--- src/hdl/blcr_pkg.sv ---
`default_nettype none
package blcr_pkg;
    // Register offsets on the device's internal register port
    localparam logic [7:0] OFFICE_DIM_CURRENT_ADDR = 8'h0C;
    localparam logic [7:0] DARK_MAX_CURRENT_ADDR = 8'h0D;
    localparam logic [7:0] DARK_DIM_CURRENT_ADDR = 8'h0E;
    localparam logic [7:0] SINK_FADE_LAW_CONTROL_ADDR = 8'h0F;

    // Field layout
    localparam int CODE_MSB = 6;
    localparam int CODE_W = 7;
    localparam int LAW_MSB = 1;
    localparam int LAW_W = 2;

    // Values after reset
    localparam logic [6:0] CODE_RESET = 7'h00;
    localparam logic [1:0] LAW_RESET = 2'h0;
    localparam logic [7:0] READ_RESET = 8'h00;
    localparam logic [15:0] CURRENT_RESET = 16'h0000;

    // Ambient level encoding of the level select input
    localparam logic [1:0] LEVEL_DAYLIGHT = 2'h0;
    localparam logic [1:0] LEVEL_OFFICE = 2'h1;
    localparam logic [1:0] LEVEL_DARK = 2'h2;

    // Fade law encodings
    localparam logic [1:0] LAW_LINEAR = 2'h0;
    localparam logic [1:0] LAW_SQUARE = 2'h1;
    localparam logic [1:0] LAW_CUBIC10 = 2'h2;
    localparam logic [1:0] LAW_CUBIC11 = 2'h3;

    // Current mapping: full scale in microamps, code range and its square
    localparam int FULL_SCALE_UA = 30000;
    localparam int CODE_FULL = 127;
    localparam int CODE_FULL_SQ = 16129;
endpackage
`default_nettype wire

--- src/hdl/blcr_level_current_regs.sv ---
`timescale 1ns/100ps
`default_nettype none
// Notes on behaviour
// - Office dim current register at 0x0C holds a 7-bit code; bit 7 reserved.
// - Each level uses its dim code after dim timeout or while dim-enable is set.
// - Dark maximum current register at 0x0D holds the dark full-brightness 7-bit code.
// - Dark dim current register at 0x0E holds the dark dimmed 7-bit code.
// - Linear law: 0.236 mA per step, 30 mA full; square law also 30 mA full.
// - Sink fade-control register sits at 0x0F with reserved upper bits.
// - Law field bits 1:0: linear, square, and two square nonlinear-step profiles.
// - Both cubic profiles use square-law current; they differ only in step timing.
module blcr_level_current_regs (
    // Clock and reset
    input wire logic clk,
    input wire logic rst,
    // Register port from the serial interface engine
    input wire logic [7:0] regAddr,
    input wire logic regWrEn,
    input wire logic [7:0] regWrData,
    input wire logic regRdEn,
    output logic [7:0] regRdData,
    output logic regHit,
    // Level selection and dimming controls
    input wire logic [1:0] levelSel,
    input wire logic dimTimeout,
    input wire logic dimEnable,
    input wire logic backlightSquareLaw,
    // Codes held by neighbouring registers
    input wire logic [6:0] daylightMaxCode,
    input wire logic [6:0] daylightDimCode,
    input wire logic [6:0] officeMaxCode,
    // Backlight drive
    output logic [6:0] backlightCode,
    output logic [15:0] backlightCurrentUa,
    // Independent sink fade law
    output logic [1:0] sink_fade_law_out,
    output logic sinkSquareDac,
    output logic sinkNonlinearSteps
);

    // Stored codes
    logic [6:0] office_dim_code;
    logic [6:0] dark_max_code;
    logic [6:0] dark_dim_code;
    logic [1:0] sink_fade_law_sel;

    // Next values of the stored codes
    logic [6:0] next_office_dim_code;
    logic [6:0] next_dark_max_code;
    logic [6:0] next_dark_dim_code;
    logic [1:0] next_sink_fade_law_sel;

    // Next values of the read port
    logic [7:0] next_regRdData;
    logic next_regHit;

    // Register writes; only code bits are kept so reserved bits stay zero
    always_comb begin
        // Hold every code unless it is written
        next_office_dim_code = office_dim_code;
        next_dark_max_code = dark_max_code;
        next_dark_dim_code = dark_dim_code;
        next_sink_fade_law_sel = sink_fade_law_sel;

        // A write changes only the register it addresses
        if (regWrEn) begin
            case (regAddr)
                blcr_pkg::OFFICE_DIM_CURRENT_ADDR: begin
                    next_office_dim_code = regWrData[blcr_pkg::CODE_MSB:0];
                end
                blcr_pkg::DARK_MAX_CURRENT_ADDR: begin
                    next_dark_max_code = regWrData[blcr_pkg::CODE_MSB:0];
                end
                blcr_pkg::DARK_DIM_CURRENT_ADDR: begin
                    next_dark_dim_code = regWrData[blcr_pkg::CODE_MSB:0];
                end
                blcr_pkg::SINK_FADE_LAW_CONTROL_ADDR: begin
                    next_sink_fade_law_sel = regWrData[blcr_pkg::LAW_MSB:0];
                end
                default: begin
                    // Offsets held by neighbouring slices are left alone
                end
            endcase
        end
    end

    // Stored codes; a write lands on the edge that takes the strobe
    always_ff @(posedge clk) begin
        if (rst) begin
            office_dim_code <= blcr_pkg::CODE_RESET;
            dark_max_code <= blcr_pkg::CODE_RESET;
            dark_dim_code <= blcr_pkg::CODE_RESET;
            sink_fade_law_sel <= blcr_pkg::LAW_RESET;
        end else begin
            office_dim_code <= next_office_dim_code;
            dark_max_code <= next_dark_max_code;
            dark_dim_code <= next_dark_dim_code;
            sink_fade_law_sel <= next_sink_fade_law_sel;
        end
    end

    // Read port; a read together with a write returns the old value
    always_comb begin
        // Read data holds between reads; the hit flag lasts one cycle
        next_regRdData = regRdData;
        next_regHit = 1'b0;

        if (regRdEn) begin
            // Unmapped offsets read zero so a neighbouring slice may own them
            case (regAddr)
                blcr_pkg::OFFICE_DIM_CURRENT_ADDR: begin
                    next_regRdData = {1'b0, office_dim_code};
                    next_regHit = 1'b1;
                end
                blcr_pkg::DARK_MAX_CURRENT_ADDR: begin
                    next_regRdData = {1'b0, dark_max_code};
                    next_regHit = 1'b1;
                end
                blcr_pkg::DARK_DIM_CURRENT_ADDR: begin
                    next_regRdData = {1'b0, dark_dim_code};
                    next_regHit = 1'b1;
                end
                blcr_pkg::SINK_FADE_LAW_CONTROL_ADDR: begin
                    next_regRdData = {6'h00, sink_fade_law_sel};
                    next_regHit = 1'b1;
                end
                default: begin
                    next_regRdData = blcr_pkg::READ_RESET;
                end
            endcase
        end
    end

    // Read port register
    always_ff @(posedge clk) begin
        if (rst) begin
            regRdData <= blcr_pkg::READ_RESET;
            regHit <= 1'b0;
        end else begin
            regRdData <= next_regRdData;
            regHit <= next_regHit;
        end
    end

    // Drive selection
    logic dimActive;
    logic [6:0] next_backlightCode;

    // Square of a 7-bit code fits 14 bits
    logic [13:0] codeSq;

    // Products held at 32 bits so nothing overflows before the divide
    logic [31:0] linearUa;
    logic [31:0] squareUa;
    logic [15:0] next_backlightCurrentUa;

    // Dim code wins whenever a timeout is pending or software forces dimming
    always_comb begin
        // Either source of dimming is enough; neither is latched here
        dimActive = dimTimeout | dimEnable;

        // Level picks the pair of codes, dimming picks one of the pair
        case (levelSel)
            blcr_pkg::LEVEL_DAYLIGHT: begin
                next_backlightCode = dimActive ? daylightDimCode : daylightMaxCode;
            end
            blcr_pkg::LEVEL_OFFICE: begin
                next_backlightCode = dimActive ? office_dim_code : officeMaxCode;
            end
            blcr_pkg::LEVEL_DARK: begin
                next_backlightCode = dimActive ? dark_dim_code : dark_max_code;
            end
            default: begin
                // Unused level encoding holds the previous drive instead of a glitch to zero
                next_backlightCode = backlightCode;
            end
        endcase
    end

    // Current follows the code now on the drive; the estimate lags the code by one cycle
    always_comb begin
        codeSq = 14'(backlightCode) * 14'(backlightCode);
        // Linear law: one step is full scale over the top code
        linearUa = (32'(backlightCode) * 32'(blcr_pkg::FULL_SCALE_UA)) / 32'(blcr_pkg::CODE_FULL);
        // Square law: full scale over the square of the top code
        squareUa = (32'(codeSq) * 32'(blcr_pkg::FULL_SCALE_UA)) / 32'(blcr_pkg::CODE_FULL_SQ);

        // Division truncates; both estimates stay at or under full scale and fit 16 bits
        next_backlightCurrentUa = backlightSquareLaw ? squareUa[15:0] : linearUa[15:0];
    end

    // Drive code register
    always_ff @(posedge clk) begin
        if (rst) begin
            backlightCode <= blcr_pkg::CODE_RESET;
        end else begin
            backlightCode <= next_backlightCode;
        end
    end

    // Current estimate register, one cycle behind the code
    always_ff @(posedge clk) begin
        if (rst) begin
            backlightCurrentUa <= blcr_pkg::CURRENT_RESET;
        end else begin
            backlightCurrentUa <= next_backlightCurrentUa;
        end
    end

    // Sink law decode: every law except linear uses the square DAC
    always_comb begin
        // The law field is passed on as stored for the fade engine
        sink_fade_law_out = sink_fade_law_sel;
        sinkSquareDac = (sink_fade_law_sel != blcr_pkg::LAW_LINEAR);

        // Cubic profiles keep the square DAC; only their fade step timing differs
        sinkNonlinearSteps = (sink_fade_law_sel == blcr_pkg::LAW_CUBIC10) ||
            (sink_fade_law_sel == blcr_pkg::LAW_CUBIC11);
    end

endmodule
`default_nettype wire

--- config.mk ---
export PLATFORM = sky130hd
export DESIGN_NAME = blcr_level_current_regs
export DESIGN_NICKNAME = d
export VERILOG_FILES = /design/src/hdl/blcr_pkg.sv /design/src/hdl/blcr_level_current_regs.sv
export SDC_FILE = /design/constraint.sdc
export NUM_CORES = 1
export LEC_CHECK = 0
export ABC_AREA = 1
export BUFFER_PORTS_ARGS = -buffer_cell sky130_fd_sc_hd__buf_2
export CAP_MARGIN = 20
export CORE_ASPECT_RATIO = 0.75
export CORE_MARGIN = 8
export CORE_UTILIZATION = 60
export DETAILED_ROUTE_END_ITERATION = 8
export PLACE_DENSITY = 0.92
export SYNTH_ARGS = -nofsm -noshare
export SYNTH_HDL_FRONTEND = slang
export SYNTH_SLANG_ARGS = --single-unit
--- constraint.sdc ---
create_clock -name clk -period 18.6 [get_ports clk]
set_input_delay 3.72 -clock clk [delete_from_list [all_inputs] [get_ports clk]]
set_output_delay 3.72 -clock clk [all_outputs]
set_load 0.02 [all_outputs]
==> out/results.tsv, run 1 <==
stage	metric	value	unit
die	initial_core_util	60.77	%
global_route	grt_pass1_wl	280.7	mm
synthesis	synth_cells	3711	
synthesis	synth-seq-area-share	4.805	%
clock_tree	clockBufferDepth	2	
clock_tree	clock_sinks	54	
synthesis	netlist_area	0.02250	mm²
status	stop_error	[ERROR GRT-0116] Global routing finished with congestion. Check the congestion regions in the DRC Viewer.	
clock_tree	root_buffer	clkbuf_16	
die	die_y	183.7	µm
clock_tree	cts.htree.levels	2	
synthesis	ys_top_cells_by_area	nand2_1 (16%), inv_1 (9.9%), ha_1 (9.2%), nand3_1 (7.1%), fa_1 (6.0%)	
placed_design	globalplace.congestion	0.9787	
synthesis	avgSynthCellArea	6.062	µm²
placed_design	portBuffers	79	
synthesis	synth_top_area_cell	nand2_1	
die	rows	61	
global_route	grt_use_total	82.51	%
synthesis	synth_cell_types	79	
synthesis	ys_async_sr_fraction	0	%
synthesis	yosysWarnings	0	
die	die_x	239.6	µm
die	io_pins	82	
global_route	grt_max_degree	40	
synthesis	ys_seq_elements	54	
placed_design	dp_hpwl	77.91	mm
global_route	grt_pass1_vias	42690	
synthesis	synth-edff-count	0	
synthesis	synth_flop_cell	dfxtp_1	
synthesis	synth_nets	3989	
status	stop_stage	global routing (5_1_grt)	
status	status	aborted with a tool error	
synthesis	synth_top_cell_area_share	16.18	%
clock_tree	numCtsBuffers	5	
clock_tree	postCtsHoldBufs	0	
global_route	grt_remaining_overflow	578	
==> timing repair <==
item / CTS
setup endpoints to repair: 5
gates resized for setup: 217
gates cloned: 7
pin swaps: 92
buffers inserted: 76
==> kinds of logic after synthesis <==
kind of cell / count (synthesis) / synth area share (%)
buffers and inverters: 719 / 14.04
other: 1 / 0.01667
AND/OR/NAND/NOR: 2230 / 51.71
flip-flops: 54 / 4.805
multiplexers: 1 / 0.04450
adder cells (fa/ha/maj): 232 / 15.14
XOR/XNOR: 136 / 5.395
AO/OA/AOI/OAI: 338 / 8.843
==> synthesized netlist by cell type (42+ instances only) <==
library cell and instances:
dfxtp_1 54, a21oi_1 112, nand2_2 197, nor3_1 45, inv_1 593, nand3_1 321
nor2_1 267, nand2_1 970, nand4_1 102, inv_2 42, nor2_2 71, fa_1 67
ha_1 165, nor2_4 51, o21ai_0 120, xor2_1 103, nand2_4 102
==> metal layers <==
layer	overflow	track usage, %
met5	6	59.98
met3	49	77.23
met4	153	83.06
met1	40	79.63
met2	330	92.21
==> per-stage QoR <==
step	area [µm²]	instances	hold slack [ps]	utilization [%]	setup slack, ps
3_5_place_dp	29850	5019	468.9	80.63	-3472
3_3_place_gp	29850	5019	452.2	80.63	-1581
2_1_floorplan	23370	3711	444.2	-	-624.4
4_1_cts	31670	5110	482.6	85.56	-2108
==> run 2, diff against run 1 <==
--- a/config.mk
+++ b/config.mk
@@ -8,11 +8,10 @@
 export ABC_AREA = 1
 export BUFFER_PORTS_ARGS = -buffer_cell sky130_fd_sc_hd__buf_2
 export CAP_MARGIN = 20
-export CORE_ASPECT_RATIO = 0.75
 export CORE_MARGIN = 8
-export CORE_UTILIZATION = 60
+export CORE_UTILIZATION = 40
 export DETAILED_ROUTE_END_ITERATION = 8
-export PLACE_DENSITY = 0.92
+export PLACE_DENSITY_LB_ADDON = 0.15
 export SYNTH_ARGS = -nofsm -noshare
 export SYNTH_HDL_FRONTEND = slang
 export SYNTH_SLANG_ARGS = --single-unit
==> constraint.sdc (replaced) <==
create_clock -name clk -period 24.2 [get_ports clk]
set_input_delay 4.84 -clock clk [delete_from_list [all_inputs] [get_ports clk]]
set_output_delay 4.84 -clock clk [all_outputs]
set_load 0.02 [all_outputs]
==> run 2 against run 1 <==
  * Synthesized cell count unchanged
  * The flow now finishes without violations
  * Synthesized area stayed put
==> out/results.tsv, run 2 <==
stage	metric	value	unit	change
status	status	complete, no violations		was aborted with a tool error
synthesis	netlist_area	0.02250	mm²	unchanged
placed_design	dp_hpwl	52.36	mm	was 77.91 mm
synthesis	synth_cells	3711		unchanged
die	core	0.05595	mm²	
setup_path	required	24410	ps	
synthesis	synth_flop_cell	dfxtp_1		unchanged
global_route	grt_pass1_wl	102.5	mm	
global_route	grt_max_degree	52		
clock_tree	clkTransAtPathRegs	80	ps	
detailed_routing	drc_errors	0		
die	die_x	253.2	µm	was 239.6 µm
synthesis	synth-edff-count	0		unchanged
synthesis	ys_top_cells_by_area	nand2_1 (16%), inv_1 (9.9%), ha_1 (9.2%), nand3_1 (7.1%), fa_1 (6.0%)		unchanged
synthesis	synth_common_cells	nand2_1 (970), inv_1 (593), nand3_1 (321)		unchanged
synthesis	yosysWarnings	0		unchanged
setup_path	reg2reg_depth	151		
finish	diodes	0		
clock_tree	insertion_delay	310	ps	
setup_path	crit_type	reg -> reg		
finish	nets	4132		
finish	final_cell_mix	nand2_1 (966), inv_1 (589), nand3_1 (317)		
timing	hold_viol	0		
global_route	grt_pass1_vias	20650		
detailed_routing	dr_total_vias	22560		
clock_tree	cts.htree.levels	2		unchanged
flow_run	maxCapViolCount	0		
finish	fillers	6288		
detailed_routing	via_per_inst	4.892		
die	io_pins	82		unchanged
timing	worstMarginPinSlew	720.0	ps	
timing	max_freq	0.04476	GHz	
synthesis	synth_cell_types	79		unchanged
global_route	grt_use_total	18.78	%	
placed_design	portBuffers	79		unchanged
timing	slew_headroom	51.50	%	
synthesis	synth_nets	3989		unchanged
setup_path	cp.arrival	22550	ps	
detailed_routing	wl	62.69	mm	
placed_design	globalplace.congestion	0.8773		was 0.9787
detailed_routing	routedWlPerCell	13.60	µm	
setup_path	r2r_start	backlightCode[2]$_SDFFE_PP0P_		
timing	fin_crit	22340	ps	
detailed_routing	wl_met3	1.391	mm	
die	rows	87		was 61
timing	period_share	92.32	%	
finish	area_growth	9.282	%	
setup_path	cp_slowest_cell	fa_1		
setup_path	slowest_delay	530	ps	
synthesis	synth_top_area_cell	nand2_1		unchanged
clock_tree	cts_tree	yes		
detailed_routing	ant_nets	0		
setup_path	start_kind	register		
finish	final_cells	4611		
die	die_y	253.2	µm	was 183.7 µm
synthesis	synthMostInstantiatedCell	nand2_1		unchanged
synthesis	ys_seq_elements	54		unchanged
setup_path	startpoint	backlightCode[2]$_SDFFE_PP0P_		
clock_tree	clockBufferDepth	2		unchanged
synthesis	synth_top_cell_area_share	16.18	%	unchanged
clock_tree	clock_sinks	54		unchanged
setup_path	critPathCaptureType	register		
global_route	grt_remaining_overflow	0		
placed_design	dp_cells	4539		was 5019
detailed_routing	top_layer	met4		
setup_path	reg2reg_to	backlightCurrentUa[0]$_SDFF_PP0_		
clock_tree	postCtsHoldBufs	0		unchanged
finish	largest_register	backlightCurrentUa		
setup_path	setup.worst_path.end	backlightCurrentUa[0]$_SDFF_PP0_		
clock_tree	numCtsBuffers	5		unchanged
setup_path	reg2reg_slack	1860	ps	
global_route	grt_antenna_before_repair	0		
detailed_routing	first_pass_iters	8		
detailed_routing	met2_length	29.69	mm	
setup_path	critPathMostFrequentCell	nand2_4		
setup_path	critPathMaxFanout	19		
timing	drv_slew	0		
die	dieArea	0.06408	mm²	
die	initial_core_util	40.21	%	was 60.77%
synthesis	avgSynthCellArea	6.062	µm²	unchanged
worst_hold_path	hp-class	reg -> reg		
synthesis	synth-seq-area-share	4.805	%	unchanged
timing	setup_viol	0		
finish	layout_commonest_cell	nand2_1		
timing	hold_slack	470.5	ps	
timing	fin_setup_tns	0	ps	
finish	drive_above_1_share	21.27	%	
clock_tree	root_buffer	clkbuf_16		unchanged
synthesis	ys_async_sr_fraction	0	%	unchanged
detailed_routing	wl_met1	31.03	mm	
finish	final_core_util	43.94	%	
finish	largest_reg_flops	16		
detailed_routing	drt_iter0_drc	1357		
timing	final.setup_skew	4.957	ps	
[run 2: cell counts after synthesis]
Identical to the previous run, type by type.
[run 2: cells by family after synthesis]
family	after synthesis	share of synthesized area (%)
muxes	1	0.04450
DFF	54	4.805
adders and majority gates	232	15.14
buffers and inverters	719	14.04
xor gates and xnor gates	136	5.395
AOI/OAI and AO/OA	338	8.843
and+or+nand+nor	2230	51.71
other	1	0.01667
[run 2: how the worst min path moves through the flow]
stage | from | end | slack [ps] | cells after the start
2_1_floorplan | dark_max_code[1]$_SDFFE_PP0P_ | dark_max_code[1]$_SDFFE_PP0P_ | 440 | 2
3_3_place_gp | regRdData[0]$_SDFFE_PP0P_ | regRdData[0]$_SDFFE_PP0P_ | 450 | 2
3_5_place_dp | regRdData[0]$_SDFFE_PP0P_ | regRdData[0]$_SDFFE_PP0P_ | 460 | 2
4_1_cts | regRdData[0]$_SDFFE_PP0P_ | regRdData[0]$_SDFFE_PP0P_ | 470 | 2
5_1_grt | dark_max_code[1]$_SDFFE_PP0P_ | dark_max_code[1]$_SDFFE_PP0P_ | 500 | 2
6_report | regRdData[0]$_SDFFE_PP0P_ | regRdData[0]$_SDFFE_PP0P_ | 470 | 2
[run 2: critical path, delay by kind of cell (launching register included)]
kind / cells / cell delay, ps
AND/OR/NAND/NOR: 99 / 11950
adder cells (fa/ha/maj): 16 / 5580
buffers and inverters: 26 / 2760
AO/OA/AOI/OAI: 10 / 1530
flip-flops: 1 / 350
[run 2: cell type report]
type,count,area [µm²],share of cell area [%]
Multi-Input combinational cell,2948,18620,75.74
Inverter,654,2512,10.22
Timing Repair Buffer,191,1279,5.201
Sequential cell,54,1081,4.397
Tap cell,756,945.9,3.848
Clock buffer,6,128.9,0.5242
Clock inverter,2,16.27,0.06616
[run 2: timing repair]
item | 4_1_cts | 5_1_grt
endpoints found under the hold margin | 0 | 0
resized for setup | 0 | 62
buffers inserted | 0 | 53
endpoints found under the setup margin | 0 | 3
[run 2: routing by layer]
metal / vias to the layer above / global-route usage, %
li1: 12050 / -
met3: 35 / 0.6773
met4: 0 / 2.268
met5: - / 0
met2: 289 / 32.37
met1: 10190 / 26.52
[run 2: stage by stage]
step                setup WS [ps]  cell area [µm²]
floorplan                    3504            22500
global placement            219.4            23650
detailed placement          175.2            23650
CTS                         97.20            23800
global route               -134.3            24580
finish                       1859            24580
Power of run 2 is left out: the tool's default activity adds up to more than one toggle a clock period on the data nets, which glitch-free logic cannot reach.
